File: config.mk
export PLATFORM = sky130hd
export DESIGN_NAME = sld_top
export DESIGN_NICKNAME = d
export VERILOG_FILES = /design/src/sld_pkg.sv /design/src/sld_top.sv /design/src/sld_sync.sv
export SDC_FILE = /design/constraint.sdc
export NUM_CORES = 1
export LEC_CHECK = 0
export BUFFER_PORTS_ARGS = -buffer_cell sky130_fd_sc_hd__buf_2
export CAP_MARGIN = 20
export CORE_ASPECT_RATIO = 0.5
export CORE_MARGIN = 4
export CORE_UTILIZATION = 35
export DETAILED_ROUTE_END_ITERATION = 8
export PLACE_DENSITY_LB_ADDON = 0.05
export RECOVER_POWER = 100
export SYNTH_ARGS = -nofsm -noshare
export SYNTH_HDL_FRONTEND = slang
export SYNTH_HIERARCHICAL = 1
export SYNTH_SLANG_ARGS = --single-unit
File: constraint.sdc
create_clock -name pclk -period 5.3 [get_ports pclk]
set_input_delay 1.325 -clock pclk [delete_from_list [all_inputs] [get_ports pclk]]
set_output_delay 1.325 -clock pclk [all_outputs]
set_load 0.005 [all_outputs]
File: src/sld_pkg.sv
/*
 * shared constants and types for the segment display controller:
 * register offsets, field positions, reset values, levels and states.
 * assumes a 32-bit apb register bus with a 12-bit byte address.
 */
package sld_pkg;
    ////////////////////////////////////////////////////////////////////////////
    // geometry
    localparam int NCOM = 4;                       // common terminals
    localparam int NMEM = 20;                      // display memory bytes
    localparam int SEG_MAX = 40;                   // segment terminals
    localparam int MEM_PER_COM = 5;                // memory bytes per common

    ////////////////////////////////////////////////////////////////////////////
    // register byte offsets
    localparam logic [11:0] OFS_CTRL_A = 12'h0E4;  // control and status a
    localparam logic [11:0] OFS_CTRL_B = 12'h0E8;  // display_control_b
    localparam logic [11:0] OFS_FRAME = 12'h0EC;   // prescale and divide
    localparam logic [11:0] OFS_CONTRAST = 12'h0F0; // contrast_control
    localparam logic [11:0] OFS_POWER = 12'h0F4;   // power_reduction_reg
    localparam logic [11:0] OFS_MEM = 12'h100;     // display_memory_reg 0

    ////////////////////////////////////////////////////////////////////////////
    // field positions
    localparam int CA_EN = 7;                      // display_enable
    localparam int CA_LPW = 6;                     // low_power_waveform_sel
    localparam int CA_FLAG = 4;                    // frame_start_flag, write one clears
    localparam int CA_IE = 3;                      // frame_irq_enable
    localparam int CA_BUFOFF = 2;                  // buffers switched off, read only
    localparam int CA_READY = 1;                   // contrast supply ready, read only
    localparam int CA_BLANK = 0;                   // display_blank
    localparam int CB_CS = 7;                      // display_clock_select
    localparam int CB_HALF = 6;                    // one: half bias, zero: third bias
    localparam int CB_DUTY = 4;                    // two bits: commons in use minus one
    localparam int CB_SEGS = 0;                    // six bits: segment terminals in use
    localparam int FR_PS = 4;                      // display_prescale_select
    localparam int FR_CD = 0;                      // display_clock_divide
    localparam int CC_DT = 5;                      // buffer_drive_time
    localparam int CC_LVL = 0;                     // four bits: contrast level
    localparam int PW_LCD = 0;                     // display_power_reduction

    ////////////////////////////////////////////////////////////////////////////
    // reset values
    localparam logic [7:0] RST_CTRL_A = 8'h00;
    localparam logic [7:0] RST_CTRL_B = 8'h00;
    localparam logic [7:0] RST_FRAME = 8'h00;
    localparam logic [7:0] RST_CONTRAST = 8'h00;
    localparam logic [7:0] RST_POWER = 8'h00;
    localparam logic [7:0] RST_MEM = 8'h00;

    ////////////////////////////////////////////////////////////////////////////
    // timing: buffer drive step in display source clock ticks
    localparam logic [15:0] DRIVE_STEP = 16'h0008;

    // output levels in sixths of the contrast supply voltage
    localparam logic [2:0] LVL_GND = 3'h0;
    localparam logic [2:0] LVL_THIRD = 3'h2;
    localparam logic [2:0] LVL_HALF = 3'h3;
    localparam logic [2:0] LVL_TWO_THIRD = 3'h4;
    localparam logic [2:0] LVL_FULL = 3'h6;

    ////////////////////////////////////////////////////////////////////////////
    // types
    typedef enum logic [2:0] {
        ST_OFF = 3'b001,                           // display off, pins released
        ST_WAIT = 3'b010,                          // waiting for contrast supply
        ST_RUN = 3'b100                            // frames running
    } sld_state_t;

    typedef enum logic [2:0] {
        SLP_ACTIVE = 3'h0,
        SLP_IDLE = 3'h1,
        SLP_ADC_NR = 3'h2,
        SLP_POWER_SAVE = 3'h3,
        SLP_POWER_DOWN = 3'h4,
        SLP_STANDBY = 3'h5
    } sld_sleep_t;

    // one display terminal: owned by the display, driven, level
    typedef struct packed {
        logic own;
        logic oe;
        logic [2:0] lvl;
    } sld_pin_t;
endpackage : sld_pkg

File: src/sld_top.sv
/*
 * segment display controller: apb registers, clock prescaler and divider,
 * frame sequencer, display data latch, buffer drive timer, terminal levels.
 * assumes an apb master on pclk and an analog back end that turns the
 * registered terminal levels and enables into pin voltages.
 */
`timescale 1ns/100ps

module sld_top #(
    parameter int SEG_N = 40                       // segment terminals built
) (
    input wire logic pclk,
    input wire logic presetn,
    input wire logic ce,
    input wire logic psel,
    input wire logic penable,
    input wire logic pwrite,
    input wire logic [11:0] paddr,
    input wire logic [31:0] pwdata,
    output logic [31:0] prdata,
    output logic pready,
    output logic pslverr,
    input wire logic timer_oscillator_input,
    input wire logic contrast_supply_ok,
    input wire sld_pkg::sld_sleep_t sleep_mode,
    output sld_pkg::sld_pin_t [sld_pkg::NCOM-1:0] com_pin,
    output sld_pkg::sld_pin_t [SEG_N-1:0] seg_pin,
    output logic frame_irq,
    output logic buffers_on,
    output logic [3:0] contrast_level
);
    import sld_pkg::*;

    ////////////////////////////////////////////////////////////////////////////
    // functions
    // memory decode: {hit, index}
    function automatic logic [5:0] mem_dec(input logic [11:0] a);
        logic [11:0] d;
        d = a - OFS_MEM;
        mem_dec = {(a >= OFS_MEM) && (d[1:0] == 2'h0) && (d[11:2] < 10'(NMEM)), d[6:2]};
    endfunction : mem_dec

    // prescaler divide factor
    function automatic logic [12:0] ps_div(input logic [2:0] s);
        case (s)
            3'h0: ps_div = 13'h0010;
            3'h1: ps_div = 13'h0040;
            3'h2: ps_div = 13'h0080;
            3'h3: ps_div = 13'h0100;
            3'h4: ps_div = 13'h0200;
            3'h5: ps_div = 13'h0400;
            3'h6: ps_div = 13'h0800;
            default: ps_div = 13'h1000;
        endcase
    endfunction : ps_div

    // terminal level for an addressed/on (hit) or other terminal
    function automatic logic [2:0] lvl_of(input logic com_side, input logic hit,
                                          input logic pol, input logic stat,
                                          input logic half);
        if (hit || stat) begin
            lvl_of = ((com_side == hit) ^ pol) ? LVL_FULL : LVL_GND;
        end else if (half) begin
            // half bias: only commons take the middle level, off segments
            // follow the addressed common's rail so they stay in phase
            lvl_of = com_side ? LVL_HALF : (pol ? LVL_GND : LVL_FULL);
        end else begin
            lvl_of = ((com_side ^ pol)) ? LVL_THIRD : LVL_TWO_THIRD;
        end
    endfunction : lvl_of

    ////////////////////////////////////////////////////////////////////////////
    // declarations
    logic en_r, lpw_r, flag_r, ie_r, blank_r;      // control a
    logic cs_r, half_r;                            // control b
    logic [1:0] duty_r;
    logic [5:0] segs_r;
    logic [2:0] ps_r, cd_r, dt_r;                  // frame rate, drive time
    logic [3:0] lvl_r;                             // contrast setting
    logic prr_r;                                   // power reduction
    logic [7:0] mem_r [NMEM];                      // display memory
    logic [SEG_MAX-1:0] lat_r [NCOM];              // latched display data
    logic lpw_l, blank_l;                          // per-frame latched controls
    logic [11:0] ps_cnt_r;
    logic [2:0] cd_cnt_r;
    logic [15:0] drive_cnt_r;
    logic [1:0] com_r;                             // addressed common
    logic phase_r;                                 // waveform polarity
    sld_state_t state_r;
    logic tosc_rise, supply_ok;
    logic act, run_ok, src_tick, ps_tick, tim_tick, wrap, latch_ev, wr, buf_on;
    logic [2:0] ncom;
    logic [11:0] ps_mask;
    logic [15:0] half_per, dt_len, load_len;
    logic [5:0] md;
    logic [12:0] ps_full;                          // selected prescale factor
    logic sync_unused, rise_unused;                // level of timer pin, supply rise

    sld_sync #(.W(2)) u_sync (
        .pclk(pclk),
        .presetn(presetn),
        .ce(ce),
        .d_in({contrast_supply_ok, timer_oscillator_input}),
        .level({supply_ok, sync_unused}),
        .rise({rise_unused, tosc_rise})
    );

    ////////////////////////////////////////////////////////////////////////////
    // combinational timing terms
    always_comb begin
        act = en_r & ~prr_r;
        run_ok = (sleep_mode == SLP_ACTIVE) || (sleep_mode == SLP_IDLE) ||
                 (sleep_mode == SLP_POWER_SAVE) ||
                 (cs_r && sleep_mode == SLP_ADC_NR);
        src_tick = act & run_ok & (cs_r ? tosc_rise : 1'b1);
        ps_full = ps_div(ps_r);
        ps_mask = ps_full[11:0] - 12'h001;
        ps_tick = src_tick & ((ps_cnt_r & ps_mask) == ps_mask);
        tim_tick = ps_tick & (cd_cnt_r == cd_r) & (state_r == ST_RUN);
        ncom = {1'b0, duty_r} + 3'h1;
        wrap = tim_tick & (lpw_l | phase_r) & ({1'b0, com_r} == ncom - 3'h1);
        latch_ev = (wrap & phase_r) | (state_r == ST_WAIT & supply_ok);
        wr = psel & penable & pready & pwrite;
        md = mem_dec(paddr);
        half_per = (16'(ps_div(ps_r)) * (16'(cd_r) + 16'h0001)) >> 1;
        dt_len = (16'(dt_r) + 16'h0001) * DRIVE_STEP;
        load_len = (ncom > 3'h1 && dt_len > half_per) ? half_per : dt_len;
        buf_on = drive_cnt_r != 16'h0000;
    end

    ////////////////////////////////////////////////////////////////////////////
    // software registers
    always_ff @(posedge pclk or negedge presetn) begin
        if (!presetn) begin
            {en_r, lpw_r, ie_r, blank_r} <= {RST_CTRL_A[CA_EN], RST_CTRL_A[CA_LPW],
                                             RST_CTRL_A[CA_IE], RST_CTRL_A[CA_BLANK]};
            cs_r <= RST_CTRL_B[CB_CS];
            half_r <= RST_CTRL_B[CB_HALF];
            duty_r <= RST_CTRL_B[CB_DUTY+:2];
            segs_r <= RST_CTRL_B[CB_SEGS+:6];
            {ps_r, cd_r} <= {RST_FRAME[FR_PS+:3], RST_FRAME[FR_CD+:3]};
            {dt_r, lvl_r} <= {RST_CONTRAST[CC_DT+:3], RST_CONTRAST[CC_LVL+:4]};
            prr_r <= RST_POWER[PW_LCD];
        end else if (ce && wr) begin
            case (paddr)
                OFS_CTRL_A: begin
                    en_r <= pwdata[CA_EN];
                    lpw_r <= pwdata[CA_LPW];
                    ie_r <= pwdata[CA_IE];
                    blank_r <= pwdata[CA_BLANK];
                end
                OFS_CTRL_B: begin
                    cs_r <= pwdata[CB_CS];
                    half_r <= pwdata[CB_HALF];
                    duty_r <= pwdata[CB_DUTY+:2];
                    segs_r <= pwdata[CB_SEGS+:6];
                end
                OFS_FRAME: begin
                    ps_r <= pwdata[FR_PS+:3];
                    cd_r <= pwdata[FR_CD+:3];
                end
                OFS_CONTRAST: begin
                    dt_r <= pwdata[CC_DT+:3];
                    lvl_r <= pwdata[CC_LVL+:4];
                end
                OFS_POWER: prr_r <= pwdata[PW_LCD];
                default: ;
            endcase
        end
    end

    // display memory writes, free at any time
    always_ff @(posedge pclk or negedge presetn) begin
        if (!presetn) begin
            for (int i = 0; i < NMEM; i++) mem_r[i] <= RST_MEM;
        end else if (ce && wr && md[5]) begin
            mem_r[md[4:0]] <= pwdata[7:0];
        end
    end

    // frame flag: set wins over the write-one clear
    always_ff @(posedge pclk or negedge presetn) begin
        if (!presetn) begin
            flag_r <= 1'b0;
        end else if (ce) begin
            flag_r <= latch_ev | (flag_r & ~(wr & paddr == OFS_CTRL_A & pwdata[CA_FLAG]));
        end
    end

    ////////////////////////////////////////////////////////////////////////////
    // apb answer: data loaded in setup, ready for the first access cycle
    always_ff @(posedge pclk or negedge presetn) begin
        if (!presetn) begin
            prdata <= 32'h0000_0000;
            pready <= 1'b0;
            pslverr <= 1'b0;
        end else if (ce) begin
            pready <= psel & ~penable;
            pslverr <= psel & ~penable & ~md[5] & (paddr != OFS_CTRL_A) &
                       (paddr != OFS_CTRL_B) & (paddr != OFS_FRAME) &
                       (paddr != OFS_CONTRAST) & (paddr != OFS_POWER);
            case (paddr)
                OFS_CTRL_A: prdata <= {24'h0, en_r, lpw_r, 1'b0, flag_r, ie_r,
                                       ~buf_on, supply_ok, blank_r};
                OFS_CTRL_B: prdata <= {24'h0, cs_r, half_r, segs_r}; // duty shares bits 5:4
                OFS_FRAME: prdata <= {24'h0, 1'b0, ps_r, 1'b0, cd_r};
                OFS_CONTRAST: prdata <= {24'h0, dt_r, 1'b0, lvl_r};
                OFS_POWER: prdata <= {31'h0, prr_r};
                default: prdata <= md[5] ? {24'h0, mem_r[md[4:0]]} : 32'h0000_0000;
            endcase
        end
    end

    ////////////////////////////////////////////////////////////////////////////
    // prescaler and divider, held clear while disabled
    always_ff @(posedge pclk or negedge presetn) begin
        if (!presetn) begin
            ps_cnt_r <= 12'h000;
            cd_cnt_r <= 3'h0;
        end else if (ce) begin
            if (!act) begin
                ps_cnt_r <= 12'h000;
                cd_cnt_r <= 3'h0;
            end else begin
                if (src_tick) ps_cnt_r <= ps_cnt_r + 12'h001;
                if (ps_tick) cd_cnt_r <= (cd_cnt_r == cd_r) ? 3'h0 : cd_cnt_r + 3'h1;
            end
        end
    end

    ////////////////////////////////////////////////////////////////////////////
    // frame sequencer
    always_ff @(posedge pclk or negedge presetn) begin
        if (!presetn) begin
            state_r <= ST_OFF;
            com_r <= 2'h0;
            phase_r <= 1'b0;
        end else if (ce) begin
            case (state_r)
                ST_OFF: if (act) state_r <= ST_WAIT;
                ST_WAIT: begin
                    com_r <= 2'h0;
                    phase_r <= 1'b0;
                    if (!act) state_r <= ST_OFF;
                    else if (supply_ok) state_r <= ST_RUN;
                end
                ST_RUN: begin
                    if (!act) begin
                        state_r <= ST_OFF;
                    end else if (tim_tick) begin
                        if (lpw_l | phase_r) begin
                            com_r <= wrap ? 2'h0 : com_r + 2'h1;
                        end
                        if (!lpw_l || wrap) phase_r <= ~phase_r;
                    end
                end
                default: state_r <= ST_OFF;
            endcase
        end
    end

    // data latch before each frame
    always_ff @(posedge pclk or negedge presetn) begin
        if (!presetn) begin
            for (int c = 0; c < NCOM; c++) lat_r[c] <= '0;
            lpw_l <= 1'b0;
            blank_l <= 1'b0;
            contrast_level <= 4'h0;
        end else if (ce && latch_ev) begin
            for (int c = 0; c < NCOM; c++) begin
                for (int b = 0; b < MEM_PER_COM; b++) begin
                    lat_r[c][b*8+:8] <= mem_r[c*MEM_PER_COM+b];
                end
            end
            lpw_l <= lpw_r;
            blank_l <= blank_r;
            contrast_level <= lvl_r;
        end
    end

    // buffer drive timer, reloaded at every transition
    always_ff @(posedge pclk or negedge presetn) begin
        if (!presetn) begin
            drive_cnt_r <= 16'h0000;
        end else if (ce) begin
            if (!act) drive_cnt_r <= 16'h0000;
            else if (tim_tick || latch_ev) drive_cnt_r <= load_len;
            else if (src_tick && buf_on) drive_cnt_r <= drive_cnt_r - 16'h0001;
        end
    end

    ////////////////////////////////////////////////////////////////////////////
    // terminal outputs, registered
    for (genvar c = 0; c < NCOM; c++) begin : g_com
        always_ff @(posedge pclk or negedge presetn) begin
            if (!presetn) begin
                com_pin[c] <= '0;
            end else if (ce) begin
                com_pin[c].own <= act & (3'(c) < ncom);
                com_pin[c].lvl <= (blank_l || state_r != ST_RUN) ? LVL_GND :
                    lvl_of(1'b1, com_r == 2'(c), phase_r, duty_r == 2'h0, half_r);
                com_pin[c].oe <= act & (state_r == ST_RUN) & (3'(c) < ncom) &
                    (blank_l | buf_on | duty_r == 2'h0 | com_r == 2'(c));
            end
        end
    end

    for (genvar s = 0; s < SEG_N; s++) begin : g_seg
        always_ff @(posedge pclk or negedge presetn) begin
            if (!presetn) begin
                seg_pin[s] <= '0;
            end else if (ce) begin
                seg_pin[s].own <= act & (6'(s) < segs_r);
                seg_pin[s].lvl <= (blank_l || state_r != ST_RUN) ? LVL_GND :
                    lvl_of(1'b0, lat_r[com_r][s], phase_r, duty_r == 2'h0, half_r);
                seg_pin[s].oe <= act & (state_r == ST_RUN) & (6'(s) < segs_r) &
                    (blank_l | buf_on | duty_r == 2'h0 | half_r | lat_r[com_r][s]);
            end
        end
    end

    // interrupt request and buffer status
    always_ff @(posedge pclk or negedge presetn) begin
        if (!presetn) begin
            frame_irq <= 1'b0;
            buffers_on <= 1'b0;
        end else if (ce) begin
            frame_irq <= flag_r & ie_r;
            buffers_on <= buf_on;
        end
    end
endmodule : sld_top

File: src/sld_sync.sv
/*
 * three-flop input synchroniser with agreement filter and rise pulse.
 * assumes inputs from outside the pclk domain; all state frozen by ce.
 */
`timescale 1ns/100ps
module sld_sync #(
    parameter int W = 1
) (
    input wire logic pclk,
    input wire logic presetn,
    input wire logic ce,
    input wire logic [W-1:0] d_in,
    output logic [W-1:0] level,
    output logic [W-1:0] rise
);
    import sld_pkg::*;

    logic [W-1:0] s1_r;                            // first stage, read only by s2
    logic [W-1:0] s2_r;
    logic [W-1:0] s3_r;

    ////////////////////////////////////////////////////////////////////////////
    // shift chain
    always_ff @(posedge pclk or negedge presetn) begin
        if (!presetn) begin
            s1_r <= '0;
            s2_r <= '0;
            s3_r <= '0;
        end else if (ce) begin
            s1_r <= d_in;
            s2_r <= s1_r;
            s3_r <= s2_r;
        end
    end

    ////////////////////////////////////////////////////////////////////////////
    // a change counts once stages two and three agree
    always_ff @(posedge pclk or negedge presetn) begin
        if (!presetn) begin
            level <= '0;
            rise <= '0;
        end else if (ce) begin
            for (int i = 0; i < W; i++) begin
                if (s2_r[i] == s3_r[i]) begin
                    level[i] <= s3_r[i];
                    rise[i] <= s3_r[i] & ~level[i];
                end else begin
                    rise[i] <= 1'b0;
                end
            end
        end
    end
endmodule : sld_sync

==> flow_summary.json <==
{
  "run_status": "finished, violations left",
  "failed_checks": "capacitance limit, slew limit",
  "timing.setup.critical_path_class": "in2reg",
  "hold_path.startpoint": "drive_cnt_r[15]",
  "holdPathStages": 1,
  "syn_area_um2": 29110,
  "fin_hold_ws_ps": 483.1,
  "antenna_cells_inserted": 0,
  "worst_r2r_startpoint": "cd_r[0]",
  "final_wl_mm": 98.69,
  "r2r_setup_slack_ps": 480,
  "unrepaired_setup_endpoints_after_global_routing": "false",
  "routability_congestion_estimate_from_global_placement": 0.7987,
  "max_slew.worst_pin.slew_ps": 2579,
  "syn_avg_cell_area_um2": 12.82,
  "syn_inst": 2270,
  "ys.warnings.count": 6,
  "drt_drc_violations_left": 0,
  "antenna_found_initial": 3,
  "layoutNonFillerInstCount": 3612,
  "start_kind": "input port",
  "achievable-frequency_mhz": 207.5,
  "postCtsHoldBufs": 0,
  "tritoncts": "done",
  "portBuffers": 226,
  "power.static_leakage_nw": 15.54,
  "final_area_um2": 32400,
  "syn_to_final_growth_pct": 11.32,
  "cp_data_required_time_ps": 5780,
  "num_vias": 19209,
  "clk_latency_ps": 650,
  "clkTransAtPathRegs_ps": 60,
  "cts_buffers": 59,
  "critPathMaxStageDelay_ps": 1550,
  "gr-usage-all-layers": 0.2227,
  "placement.cell_area_um2": 31230,
  "maxSlewViolCount": 222,
  "period_share": 0.9091,
  "floorplan.io_pins": 315,
  "max_root_sink_buffers": 3,
  "clock_tree.htree_level_count": 2,
  "vias_per_cell": 5.318,
  "cp_cell_sequence": "clkbuf_1 > inv_4 > buf_4 > clkbuf_2 > o2bb2ai_1",
  "die_h_um": 211.9,
  "grt-ovfl-total": 0,
  "crit_path_top_delay_cell": "sky130_fd_sc_hd__clkbuf_1",
  "chipWidth_um": 415.8,
  "setup_viol": 0,
  "clockRootBuffer": "sky130_fd_sc_hd__clkbuf_16",
  "critical_path.max_fanout": 57,
  "hpwl_mm": 68.97,
  "vdd_drop_max_mv": 0.2787,
  "cap_violations": 4,
  "layout.nets": 2567,
  "grt_pass1_vias": 19349,
  "clock_sinks": 591,
  "routed_wire_per_std_cell_um": 27.32,
  "slew_headroom": -0.7193,
  "post_cts_setup_buffers": 0,
  "grt_pass1_wl_mm": 143.7,
  "r2r_cells": 14,
  "layout_min_cycle_time_ps": 4818,
  "post_route_cells_drive_above_1_share": 0.2247,
  "core_region_area_um2": 82030,
  "floorplan.rows": 74,
  "postRouteAntennaNets": 0,
  "fin_worst_skew_ps": 23.61,
  "r2r_end": "drive_cnt_r[6]",
  "cts_repair_resizes": 0,
  "grt_start_max_net_pins": 93,
  "worst_setup_path_end_kind": "register",
  "dpl.cell_count": 3506,
  "min_path_type": "reg2reg",
  "drt_iter0_markers": 1249,
  "critical_path_arrival_ps": 5290,
  "dieArea_um2": 88120,
  "fin_setup_tns_ps": 0,
  "hold_end": "drive_cnt_r[15]",
  "cellPowerDensity_nw_per_um2": 287.4,
  "hold_viol_final": 0,
  "dr.pass1.iters": 5,
  "floorplan.initialDensity": 0.3548
}
## area by class of cell
cell class                      instances  area, um^2
Clock buffer                           91        1767
Clock inverter                         15       222.7
Multi-Input combinational cell       1431       12470
Timing Repair Buffer                  283        1383
Tap cell                             1102        1379
Fill cell                            8050       49630
Inverter                               99       374.1
Sequential cell                       591       14800
## placed cells by master (no fill, tap or decap), types with 27 or more instances in the layout
cell type and n:
sky130_fd_sc_hd__nand2_1 94, sky130_fd_sc_hd__conb_1 64, sky130_fd_sc_hd__buf_2 83, sky130_fd_sc_hd__mux2_1 130
sky130_fd_sc_hd__inv_1 98, sky130_fd_sc_hd__o32ai_1 37, sky130_fd_sc_hd__o21ai_0 99, sky130_fd_sc_hd__nor2_1 118
sky130_fd_sc_hd__nand3_1 27, sky130_fd_sc_hd__mux2i_1 52, sky130_fd_sc_hd__clkbuf_16 59, sky130_fd_sc_hd__clkbuf_1 162
sky130_fd_sc_hd__mux4_2 80, sky130_fd_sc_hd__o2bb2ai_1 123, sky130_fd_sc_hd__a21oi_1 29, sky130_fd_sc_hd__ha_1 36
sky130_fd_sc_hd__xor2_1 53, sky130_fd_sc_hd__mux2_2 210, sky130_fd_sc_hd__buf_4 38, sky130_fd_sc_hd__nor3_1 32
sky130_fd_sc_hd__dfrtp_1 587
## state kept, by name, indices dropped and copies added, names as in the netlist, 3 cells and up
register	flops
lat_r	160
mem_r	160
seg_pin	160
com_pin	20
drive_cnt_r	16
ps_cnt_r	12
prdata	8
contrast_level	4
lvl_r	4
segs_r	4
cd_cnt_r	3
cd_r	3
dt_r	3
ps_r	3
state_r	3
## stage by stage
step | total power [mW] | setup WS, ps | utilization
finish | 9.313 | 481.7 | 0.3950
global route | 9.666 | 150.3 | 0.3950
CTS | 9.444 | 525.0 | 0.4049
detailed placement | 4.970 | 513.9 | 0.3807
global placement | 4.970 | 566.1 | 0.3807
floorplan | 4.798 | 889.3 | -
## worst max-delay path by stage
stage,start,end,slack [ps],cells after the start
3_3_place_gp,cd_r[0],drive_cnt_r[6],570,14
6_report,ce,seg_pin[57],480,5
2_1_floorplan,cd_r[1],drive_cnt_r[6],890,14
3_5_place_dp,cd_r[0],drive_cnt_r[6],510,14
4_1_cts,cd_r[0],drive_cnt_r[6],520,14
5_1_grt,ce,seg_pin[81],150,5
## critical path, delay by kind of cell
family                 cells  cell delay [ps]
buffers and inverters      4             3560
AO/OA/AOI/OAI              1              370
## routing by layer
metal  GRT usage  vias up  share of wire
li1            -     8519              -
met1      0.3329    10169           0.49
met2      0.3363      412           0.44
met3     0.04017      107          0.047
met4     0.05163        2          0.021
met5           0        -        0.00013
## report_power, final
group	switching (mW)	internal, mW	leakage [nW]
clock network	1.92	2.53	0.984
logic	0.250	0.0648	6.34
registers	0.0221	4.53	8.22
total	2.19	7.13	15.5
Power figures use the tool's default switching activity.
